[src/irq_pending_pkg.sv]
// package: offsets, bit positions and source widths for the raw pending map
package irq_pending_pkg;

	// register map (byte addresses, word aligned)
	localparam logic [31:0] RAW_PENDING_ADDR = 32'h40d00010;
	localparam logic [31:0] RAW_PENDING_RESET = 32'h00000000;
	localparam logic [31:0] UNMAPPED_READ = 32'h00000000;
	// reserved bits 16:15 and 7:0 of the pending register, always read as zero
	localparam logic [31:0] RESERVED_BITS = 32'h000180ff;

	// pending bit positions
	localparam int BIT_ALARM = 31;
	localparam int BIT_TICK = 30;
	localparam int BIT_TIMER0 = 26;
	localparam int BIT_DMA = 25;
	localparam int BIT_SSP = 24;
	localparam int BIT_CARD = 23;
	localparam int BIT_FULL_FUNCTION_UART = 22;
	localparam int BIT_BLUETOOTH_UART = 21;
	localparam int BIT_STANDARD_UART = 20;
	localparam int BIT_INFRARED = 19;
	localparam int BIT_TWO_WIRE = 18;
	localparam int BIT_DISPLAY = 17;
	localparam int BIT_AUDIO = 14;
	localparam int BIT_SOUND = 13;
	localparam int BIT_PERF = 12;
	localparam int BIT_USB = 11;
	localparam int BIT_UPPER_PINS = 10;
	localparam int BIT_PIN1 = 9;
	localparam int BIT_PIN0 = 8;

	// second-level source counts per unit
	localparam int N_TIMER = 4;
	localparam int N_DMA = 16;
	localparam int N_SSP = 3;
	localparam int N_CARD = 9;
	localparam int N_FULL_FUNCTION_UART = 5;
	localparam int N_BLUETOOTH_UART = 5;
	localparam int N_STANDARD_UART = 4;
	localparam int N_INFRARED = 6;
	localparam int N_TWO_WIRE = 6;
	localparam int N_DISPLAY = 15;
	localparam int N_AUDIO = 10;
	localparam int N_SOUND = 5;
	localparam int N_USB = 7;
	localparam int N_UPPER_PINS = 79;

	// bundle of every second-level request line
	typedef struct packed {
		logic alarm;
		logic tick;
		logic [N_TIMER-1:0] timer_match;
		logic [N_DMA-1:0] dma;
		logic [N_SSP-1:0] sync_serial_port;
		logic [N_CARD-1:0] card;
		logic [N_FULL_FUNCTION_UART-1:0] full_function_uart;
		logic [N_BLUETOOTH_UART-1:0] bluetooth_uart;
		logic [N_STANDARD_UART-1:0] standard_uart;
		logic [N_INFRARED-1:0] infrared;
		logic [N_TWO_WIRE-1:0] two_wire;
		logic [N_DISPLAY-1:0] display;
		logic [N_AUDIO-1:0] audio;
		logic [N_SOUND-1:0] sound;
		logic perf;
		logic [N_USB-1:0] usb;
		logic [N_UPPER_PINS-1:0] upper_pins;
		logic pin1;
		logic pin0;
	} source_lines_type;

	// wishbone request bundle
	typedef struct packed {
		logic cyc;
		logic stb;
		logic we;
		logic [31:0] adr;
		logic [31:0] dat;
		logic [3:0] sel;
	} wb_req_type;

endpackage : irq_pending_pkg

[src/unit_request_or.sv]
// module: one unit's second-level status lines merged into one request
`timescale 1ns/1ps
`default_nettype none
module unit_request_or #(
	parameter int WIDTH = 1
) (
	input wire logic [WIDTH-1:0] status_i,
	output logic request_o
);

	// any status bit still set keeps the unit requesting
	assign request_o = |status_i;

endmodule : unit_request_or
`default_nettype wire

[src/irq_pending_map.sv]
// module: raw (unmasked) interrupt pending register on a wishbone slave
`timescale 1ns/1ps
`default_nettype none
// Notes on behaviour
// - rtc alarm bit 31, tick bit 30
// - timer matches 3..0 on bits 29..26
// - bit 25 ors sixteen dma channels
// - bits 24..21: ssp, card, two uarts
// - bit 20 follows standard uart requests
// - bit 19 follows infrared port requests
// - bit 18 follows two-wire unit requests
// - bit 17 ors fifteen display sources
// - bit 14 follows audio codec unit
// - bit 13 follows sound serial unit
// - bit 12 follows performance monitor
// - bit 11 follows usb unit
// - bit 10 ors pin edges 80..2
// - bit 9 is pin 1 edge
// - bit 8 is pin 0 edge
// - pending ignores mask settings
// - bit clears only when unit idle
module irq_pending_map (
	input wire logic clk_i,
	input wire logic rst_i,
	input wire irq_pending_pkg::source_lines_type src_i,
	input wire irq_pending_pkg::wb_req_type wb_req_i,
	output logic [31:0] wb_dat_o,
	output logic wb_ack_o,
	output logic [31:0] raw_pending_reg_o
);

	logic [31:0] raw_pending_reg_q;
	logic [31:0] raw_pending_reg_d;
	logic [31:0] wb_dat_q;
	logic wb_ack_q;
	logic dma_request_pending;
	logic sync_serial_pending;
	logic card_pending;
	logic fullfunc_uart_pending;
	logic bt_uart_pending;
	logic standard_uart_pending;
	logic infrared_pending;
	logic two_wire_pending;
	logic display_pending;
	logic audio_codec_pending;
	logic sound_serial_pending;
	logic usb_pending;
	logic upper_pins_edge_pending;

	// per-unit merge; each unit's own status register says which source
	unit_request_or #(.WIDTH(irq_pending_pkg::N_DMA)) u_dma (
		.status_i(src_i.dma),
		.request_o(dma_request_pending)
	);
	unit_request_or #(.WIDTH(irq_pending_pkg::N_SSP)) u_ssp (
		.status_i(src_i.sync_serial_port),
		.request_o(sync_serial_pending)
	);
	unit_request_or #(.WIDTH(irq_pending_pkg::N_CARD)) u_card (
		.status_i(src_i.card),
		.request_o(card_pending)
	);
	unit_request_or #(.WIDTH(irq_pending_pkg::N_FULL_FUNCTION_UART)) u_full_function_uart (
		.status_i(src_i.full_function_uart),
		.request_o(fullfunc_uart_pending)
	);
	unit_request_or #(.WIDTH(irq_pending_pkg::N_BLUETOOTH_UART)) u_bluetooth_uart (
		.status_i(src_i.bluetooth_uart),
		.request_o(bt_uart_pending)
	);
	unit_request_or #(.WIDTH(irq_pending_pkg::N_STANDARD_UART)) u_standard_uart (
		.status_i(src_i.standard_uart),
		.request_o(standard_uart_pending)
	);
	unit_request_or #(.WIDTH(irq_pending_pkg::N_INFRARED)) u_infrared (
		.status_i(src_i.infrared),
		.request_o(infrared_pending)
	);
	unit_request_or #(.WIDTH(irq_pending_pkg::N_TWO_WIRE)) u_two_wire (
		.status_i(src_i.two_wire),
		.request_o(two_wire_pending)
	);
	unit_request_or #(.WIDTH(irq_pending_pkg::N_DISPLAY)) u_display (
		.status_i(src_i.display),
		.request_o(display_pending)
	);
	unit_request_or #(.WIDTH(irq_pending_pkg::N_AUDIO)) u_audio (
		.status_i(src_i.audio),
		.request_o(audio_codec_pending)
	);
	unit_request_or #(.WIDTH(irq_pending_pkg::N_SOUND)) u_sound (
		.status_i(src_i.sound),
		.request_o(sound_serial_pending)
	);
	unit_request_or #(.WIDTH(irq_pending_pkg::N_USB)) u_usb (
		.status_i(src_i.usb),
		.request_o(usb_pending)
	);
	unit_request_or #(.WIDTH(irq_pending_pkg::N_UPPER_PINS)) u_upper_pins (
		.status_i(src_i.upper_pins),
		.request_o(upper_pins_edge_pending)
	);

	// bit placement; no mask input exists, so masking cannot hide a request
	always_comb begin
		raw_pending_reg_d = irq_pending_pkg::RAW_PENDING_RESET; // reserved bits stay zero
		raw_pending_reg_d[irq_pending_pkg::BIT_ALARM] = src_i.alarm;
		raw_pending_reg_d[irq_pending_pkg::BIT_TICK] = src_i.tick;
		raw_pending_reg_d[irq_pending_pkg::BIT_TIMER0 +: irq_pending_pkg::N_TIMER] =
			src_i.timer_match;
		raw_pending_reg_d[irq_pending_pkg::BIT_DMA] = dma_request_pending;
		raw_pending_reg_d[irq_pending_pkg::BIT_SSP] = sync_serial_pending;
		raw_pending_reg_d[irq_pending_pkg::BIT_CARD] = card_pending;
		raw_pending_reg_d[irq_pending_pkg::BIT_FULL_FUNCTION_UART] = fullfunc_uart_pending;
		raw_pending_reg_d[irq_pending_pkg::BIT_BLUETOOTH_UART] = bt_uart_pending;
		raw_pending_reg_d[irq_pending_pkg::BIT_STANDARD_UART] = standard_uart_pending;
		raw_pending_reg_d[irq_pending_pkg::BIT_INFRARED] = infrared_pending;
		raw_pending_reg_d[irq_pending_pkg::BIT_TWO_WIRE] = two_wire_pending;
		raw_pending_reg_d[irq_pending_pkg::BIT_DISPLAY] = display_pending;
		raw_pending_reg_d[irq_pending_pkg::BIT_AUDIO] = audio_codec_pending;
		raw_pending_reg_d[irq_pending_pkg::BIT_SOUND] = sound_serial_pending;
		raw_pending_reg_d[irq_pending_pkg::BIT_PERF] = src_i.perf;
		raw_pending_reg_d[irq_pending_pkg::BIT_USB] = usb_pending;
		raw_pending_reg_d[irq_pending_pkg::BIT_UPPER_PINS] = upper_pins_edge_pending;
		raw_pending_reg_d[irq_pending_pkg::BIT_PIN1] = src_i.pin1;
		raw_pending_reg_d[irq_pending_pkg::BIT_PIN0] = src_i.pin0;
	end

	// level follower: a bit drops only once its unit's status is all clear
	always_ff @(posedge clk_i) begin
		if (rst_i) begin
			raw_pending_reg_q <= irq_pending_pkg::RAW_PENDING_RESET;
		end else begin
			raw_pending_reg_q <= raw_pending_reg_d;
		end
	end

	// wishbone slave: one-cycle-late ack, writes ignored (read-only register)
	always_ff @(posedge clk_i) begin
		if (rst_i) begin
			wb_ack_q <= 1'b0;
		end else begin
			wb_ack_q <= wb_req_i.cyc & wb_req_i.stb & ~wb_ack_q;
		end
	end

	// read data; writes to reserved bits are dropped, so zeros are harmless
	always_ff @(posedge clk_i) begin
		if (rst_i) begin
			wb_dat_q <= irq_pending_pkg::UNMAPPED_READ;
		end else if (wb_req_i.cyc & wb_req_i.stb & ~wb_ack_q & ~wb_req_i.we) begin
			if (wb_req_i.adr == irq_pending_pkg::RAW_PENDING_ADDR) begin
				wb_dat_q <= raw_pending_reg_q;
			end else begin
				wb_dat_q <= irq_pending_pkg::UNMAPPED_READ;
			end
		end
	end

	assign wb_ack_o = wb_ack_q;
	assign wb_dat_o = wb_dat_q;
	assign raw_pending_reg_o = raw_pending_reg_q;
endmodule : irq_pending_map
`default_nettype wire

[config.mk]
export PLATFORM = sky130hd
export DESIGN_NAME = irq_pending_map
export DESIGN_NICKNAME = d
export VERILOG_FILES = /design/src/irq_pending_pkg.sv /design/src/unit_request_or.sv /design/src/irq_pending_map.sv
export SDC_FILE = /design/constraint.sdc
export NUM_CORES = 1
export LEC_CHECK = 0
export BUFFER_PORTS_ARGS = -buffer_cell sky130_fd_sc_hd__buf_2
export CAP_MARGIN = 20
export CORE_AREA = 2 2 123 125
export DETAILED_ROUTE_END_ITERATION = 7
export DIE_AREA = 0 0 125 127
export GPL_ROUTABILITY_DRIVEN = 0
export GPL_TIMING_DRIVEN = 0
export SLEW_MARGIN = 30
export SYNTH_ARGS = -nofsm -noshare
export SYNTH_HDL_FRONTEND = slang
export SYNTH_SLANG_ARGS = --single-unit
[constraint.sdc]
create_clock -name clk_i -period 2.4 [get_ports clk_i]
set_input_delay 0.48 -clock clk_i [delete_from_list [all_inputs] [get_ports clk_i]]
set_output_delay 0.48 -clock clk_i [all_outputs]
set_load 0.02 [all_outputs]
==> out/metrics.yaml, run 1 <==
status: "finished, final reports clean"
grt_max_degree: 14
yosysWarnings: 0
finalHoldViolCount: 0
drtIter0Drc: 73
diodes: 0
worstMarginPinSlew_ns: 0.593
wl_mm: 9.16
clock_latency_ns: 0.30
clkSlewWorstSetupHoldPaths_ns: 0.06
die-area_sq_um: 15900
rsz0062_at_grt: "no"
vias_per_cell: 3.88
synth_top_area_frac: 0.428
ys_ff_latch: 45
path_class: "in -> reg"
period_share: 0.731
synth_edf_count: 0
cts.sinks: 45
setup_slack_ns: 0.645
synth.top_cells.by_count: "dfxtp_1, nand2_1, nor4_1"
nets: 795
clock_tree.root_cell: "clkbuf_16"
slew-limit-headroom: 0.605
syn-instance-count: 258
yosysSeqAreaShare: 0.428
critPathRequiredTime_ns: 2.62
antenna_left: 0
initial_core_util: 0.146
slew_violations: 0
powerDensity_nw_per_um2: 503
ir_worst_vdd_mv: 0.224
place_hpwl_mm: 7.66
clockBufferDepth: 2
cts_resized: 0
async_flop_share: 0
ys.flop_type: "dfxtp_1"
core_area_sq_um: 14400
wl_per_cell_microns: 12.6
cts_setup_buffers: 0
setup_violations: 0
tns_ns: 0
drc: 0
fin_util: 0.269
die_w_microns: 125
io_buffer_count: 259
crit_fanout: 10
syn_to_final_growth_pct: 84.0
cts_buffers: 5
synth_area_leaders: "dfxtp_1, nor4_1, nand2_1"
row_count: 44
syn_area_per_cell_sq_um: 8.17
crit_path_end_kind: "flop"
die_h_microns: 127
ios: 317
synthDistinctLibCells: 20
arrival_ns: 1.97
grt_overflow: 0
p_total_mw: 1.95
first_pass_iters: 4
cts_tree: "built"
cts_max_level: 2
grt_first_pass_wirelength_mm: 13.4
hold_path_class: "in -> reg"
fin_skew_ns: 0.00889
start_kind: "input port"
yosysTopAreaCell: "dfxtp_1"
finalCriticalPeriod_ns: 1.76
grt_pass1_vias: 2604
via_count: 2823
p_leak_nw: 1.88
antenna_found_initial: 1
syn_area_sq_um: 2110
max_freq_mhz: 570
max_cap_violations: 0
dp_slack_ns: 0.264
hold_ws_ns: 0.393
drive_gt1_frac: 0.553
track_usage: 0.109
holdBufCountCts: 0
power by group:
group | internal, mW | leakage (nW) | total, mW | switching (mW)
clock network | 0.521 | 0.0841 | 0.823 | 0.302
logic | 0.184 | 1.42 | 0.346 | 0.162
registers | 0.768 | 0.370 | 0.780 | 0.0118
total | 1.47 | 1.88 | 1.95 | 0.476
layer usage:
metal  global-route usage  wire (microns)
met5                    0               0
met4               0.0314             116
met3               0.0226             621
met2                0.188            4450
met1                0.137            3980
worst paths after layout:
path	cells after the start	endpoint	from	slack, ns
setup reg to reg	5	wb_dat_o[18]	wb_ack_o	0.84
hold / removal	2	raw_pending_reg_o[28]	src_i[175]	0.39
hold reg to reg	2	wb_dat_o[26]	wb_dat_o[26]	0.45
setup / recovery	6	wb_dat_o[18]	wb_req_i[39]	0.64
layout by cell type, fill, tap and decap left out:
master / count
a21oi_1: 29
a31oi_1: 2
a41oi_1: 2
and4bb_2: 1
buf_2: 265
buf_4: 20
bufinv_16: 1
clkbuf_1: 8
clkbuf_16: 5
clkbuf_8: 1
conb_1: 20
dfxtp_1: 45
nand2_1: 45
nand4_1: 7
nor2_1: 10
nor2b_1: 9
nor3_1: 10
nor4_1: 34
nor4_2: 3
nor4b_2: 3
nor4bb_1: 1
or3_1: 21
or3_2: 2
metrics by stage:
| stage | instances | cell area [sq um] |
|---|---|---|
| after global placement | 720 | 3700 |
| after global routing | 728 | 3880 |
| after CTS | 728 | 3880 |
| final | 728 | 3880 |
| after floorplan | 277 | 2180 |
| after detailed placement | 720 | 3700 |
final cells by class:
class / count / area [sq um]
plain buffers: 33 / 206
clock buffers: 7 / 143
clock inverters: 1 / 30.0
fillers: 1635 / 10500
multi-input cells: 199 / 1070
flip-flops and latches: 45 / 901
well taps: 184 / 230
repair buffers: 259 / 1300
worst max-delay path: stages:
cell and delay [ns]:
buf_2 0.10, nor4_2 0.31, nand4_1 0.28, buf_2 0.27, or3_1 0.38, a21oi_1 0.15
state kept, by name (all words and copies together), names as in the netlist:
register / cells
raw_pending_reg_o: 22
wb_dat_o: 22
wb_ack_o: 1
cells by family after synthesis:
logic type	Yosys count	synth area share
DFF	45	0.428
other	1	0.00178
buffers and inverters	33	0.0980
and+or+nand+nor	146	0.390
AOI/OAI and AO/OA	33	0.0831
(Power assumes the default switching activity.)
==> inputs of run 2 (changes only) <==
Settings changed: CORE_AREA 2 2 123 125 to 2 2 121 123, DIE_AREA 0 0 125 127 to 0 0 123 125.
Clock period 2.4 ns to 1.68 ns, I/O delays scaled along.
==> out/metrics.yaml, run 2 (synthesis gave the netlist of run 1 again) <==
status: "finished, final reports clean"
crit_fanout: 3
hold_path_class: "in -> reg"
max_cap_violations: 0
wl_per_cell_microns: 12.0
r2r_end: "wb_dat_o[29]"
setup.worst_path.start: "wb_req_i[36]"
max_stage_delay_ns: 0.46
setup_violations: 0
path_common_cell: "buf_4"
via_count: 2846
wl_mm: 8.75
die_w_microns: 123
place_hpwl_mm: 7.35
regArea_sq_um: 901
clockBufferDepth: 2
reg2reg_depth: 5
max_freq_mhz: 648
arrival_ns: 1.76
row_count: 44
die_h_microns: 125
fill_cells: 1591
diodes: 0
period_share: 0.919
start_kind: "input port"
worstHoldStart: "src_i[175]"
multi_input_area_sq_um: 1090
holdBufCountCts: 0
cp_cell_sequence: "buf_2 > nor4_4 > nand4_1 > buf_4 > buf_4 > or3_2 > a21oi_1"
drive_gt1_frac: 0.558
clkSlewWorstSetupHoldPaths_ns: 0.07
nets: 798
grt_max_degree: 15
cts_max_level: 2
ios: 317
antenna_found_initial: 0
layout_common_cells: "buf_2, nand2_1, dfxtp_1, nor4_1, a21oi_1"
rr_startpoint: "wb_ack_o"
critPathRequiredTime_ns: 1.90
worstMarginPinSlew_ns: 0.624
track_usage: 0.111
p_total_mw: 2.59
die-area_sq_um: 15400
slew-limit-headroom: 0.584
cts_tree: "built"
drc: 0
tns_ns: 0
antenna_left: 0
rsz0062_at_grt: "no"
clock_tree.root_cell: "clkbuf_16"
grt_overflow: 0
initial_core_util: 0.148
grt_first_pass_wirelength_mm: 13.3
crit_end: "wb_dat_o[8]"
reg2reg_slack_ns: 0.14
io_buffer_count: 259
final_common_cell: "buf_2"
ir_worst_vdd_mv: 0.410
p_leak_nw: 1.87
grt_pass1_vias: 2771
path_class: "in -> reg"
vias_per_cell: 3.89
drtIter0Drc: 52
slew_violations: 0
fin_skew_ns: 0.00590
cts.sinks: 45
powerDensity_nw_per_um2: 665
cpMaxStageDelayCell: "or3_2"
crit_path_end_kind: "flop"
clock_latency_ns: 0.29
finalCriticalPeriod_ns: 1.54
finalHoldViolCount: 0
first_pass_iters: 4
core_area_sq_um: 14200
cts_buffers: 5
syn_to_final_growth_pct: 84.9
## run 2: repair_timing
item | in CTS | in global routing
buffers inserted | 1 | 2
endpoints found under the setup margin | 1 | 20
pin swaps | 1 | 3
resized for setup | 0 | 7
## run 2: how the worst min path moves through the flow
stage | slack (ns) | to | cells past startpoint
global route | 0.25 | raw_pending_reg_o[31] | 2
detailed placement | 0.44 | wb_dat_o[18] | 2
floorplan | 0.46 | raw_pending_reg_o[24] | 2
CTS | 0.24 | raw_pending_reg_o[28] | 2
global placement | 0.44 | wb_dat_o[25] | 2
finish | 0.25 | raw_pending_reg_o[28] | 2
## run 2: per-layer routing
metal	GRT usage	wire [microns]	vias to the layer above	share of wire
met5	0	0	-	0
met4	0.0328	130	0	0.015
met3	0.0141	556	8	0.064
met2	0.205	4470	132	0.51
met1	0.131	3590	1237	0.41
li1	-	-	1469	-
## run 2: area by class of cell
type,count,share of cell area
multi-input combinational,199,0.279
clock inverter,2,0.00385
buffer,33,0.0552
sequential,45,0.231
clock buffer,6,0.0331
tap,184,0.0591
timing repair buffer,262,0.338
## run 2: power by group
group / internal, mW / switching, mW / leakage, nW
Combinational: 0.263 / 0.231 / 1.44
Clock: 0.552 / 0.431 / 0.0631
Sequential: 1.10 / 0.0167 / 0.370
Total: 1.91 / 0.678 / 1.87
## run 2: worst max-delay path, delay by kind of cell
family / cells / cell delay [ns]
AND/OR/NAND/NOR: 3 / 0.88
AO/OA/AOI/OAI: 1 / 0.14
buffers and inverters: 3 / 0.41
## run 2: through the flow
stage,cells,area [sq um],hold slack [ns],setup WS [ns],utilization
after detailed placement,720,3700,0.444,-0.312,0.261
after floorplan,277,2180,0.456,0.236,-
after global placement,720,3700,0.436,-0.288,0.261
after CTS,729,3860,0.242,0.00756,0.271
final,731,3900,0.251,0.136,0.274
after global routing,731,3900,0.251,0.0147,0.274
==> inputs of run 3 (changes only) <==
Settings changed: BUFFER_PORTS_ARGS -buffer_cell sky130_fd_sc_hd__buf_2 to unset, CORE_AREA 2 2 121 123 to 2 2 124 126, DIE_AREA 0 0 123 125 to 0 0 126 128, DONT_BUFFER_PORTS set to 1, GPL_TIMING_DRIVEN 0 to unset.
==> out/metrics.yaml, run 3 (synthesis gave the netlist of run 1 again) <==
finalHoldViolCount: 0
powerDensity_nw_per_um2: 1000
status: "finished, final reports clean"
die-area_sq_um: 16100
grt_overflow: 0
die_h_microns: 128
grt_busiest_layer: "met2"
wl_mm: 8.10
core_area_sq_um: 14900
clock_tree.root_cell: "clkbuf_16"
crit_path_end_kind: "flop"
p_leak_nw: 0.704
cts_buffers: 5
first_pass_iters: 4
slew_violations: 0
syn_to_final_growth_pct: 15.9
io_buffer_count: 0
cts_setup_buffers: 0
placed_area_sq_um: 2270
fill_cells: 1674
path_class: "reg -> reg"
rsz0062_at_grt: "no"
fin_skew_ns: 0.0119
tns_ns: 0
arrival_ns: 1.73
grt_first_pass_wirelength_mm: 11.2
cts_max_level: 2
drc: 0
met3_usage: 0.0384
via_count: 1986
grt_pass1_vias: 1876
cts_resized: 0
crit_fanout: 22
cts_tree: "built"
max_freq_mhz: 667
track_usage: 0.0938
vias_per_cell: 4.46
initial_core_util: 0.142
die_w_microns: 126
setup_violations: 0
grt_util_met1: 0.121
ios: 317
clkSlewWorstSetupHoldPaths_ns: 0.07
clockBufferDepth: 2
row_count: 45
antenna_left: 0
drive_gt1_frac: 0.0856
nets: 508
cts.sinks: 45
clock_latency_ns: 0.30
grt_use_met2: 0.137
critPathRequiredTime_ns: 1.91
hold_path_class: "in -> reg"
wl_per_cell_microns: 18.2
holdBufCountCts: 0
place_hpwl_mm: 6.60
period_share: 0.893
finalCriticalPeriod_ns: 1.50
ir_worst_vdd_mv: 0.315
diodes: 0
grt_max_degree: 46
antenna_found_initial: 0
start_kind: "flop"
max_cap_violations: 0
stdcell_area_sq_um: 2440
layout_common_cells: "nand2_1, dfxtp_1, nor4_1, a21oi_1, or3_1"
drtIter0Drc: 35
## run 3: cell count changes in the layout (fill, tap and decap cells not counted), moves of 2 or more
cell	previous run	this run
buf_12	0	2
buf_2	263	0
buf_4	23	3
clkbuf_1	8	0
## run 3: critical path: stages (launching register included)
cell and delay (ns):
dfxtp_1 0.31, and4bb_2 0.32, buf_12 0.18, nand2_1 0.06
or3_2 0.40, a21oi_1 0.15
## run 3: stage by stage
| step | instances | utilization | worst slack, ns | power, mW | hold slack [ns] |
|---|---|---|---|---|---|
| 2_1_floorplan | 277 | - | 0.236 | 1.32 | 0.456 |
| 3_3_place_gp | 437 | 0.153 | 0.0320 | 1.31 | 0.409 |
| 3_5_place_dp | 437 | 0.153 | 0.00922 | 1.31 | 0.413 |
| 4_1_cts | 445 | 0.164 | 0.161 | 2.49 | 0.0846 |
| 5_1_grt | 445 | 0.164 | 0.0930 | 2.54 | 0.0894 |
| 6_report | 445 | 0.164 | 0.180 | 2.44 | 0.104 |
## run 3: layout make-up
class,count,area [sq um],share of cell area
repair buffers,5,62.6,0.0256
clock buffers,5,125,0.0513
multi-input cells,199,1070,0.439
clock inverters,3,46.3,0.0190
flip-flops and latches,45,901,0.369
well taps,188,235,0.0964
## run 3: power by group
part / switching [mW] / internal, mW
clock: 0.453 / 0.705
combinational: 0.0807 / 0.0462
sequential: 0.0592 / 1.10
total: 0.593 / 1.85
## run 3: worst paths after layout
path,from,endpoint,slack [ns],depth (start not counted)
setup / recovery,wb_ack_o,wb_dat_o[31],0.18,5
hold / removal,rst_i,wb_dat_o[29],0.10,1
setup reg to reg,wb_ack_o,wb_dat_o[31],0.18,5
hold reg to reg,wb_dat_o[22],wb_dat_o[22],0.55,2
## run 3: per-layer routing
metal / wire [microns] / share of wire / vias up
met2: 3680 / 0.45 / 152
met5: 0 / 0 / -
met4: 135 / 0.017 / 0
li1: - / - / 895
met3: 984 / 0.12 / 9
met1: 3300 / 0.41 / 930
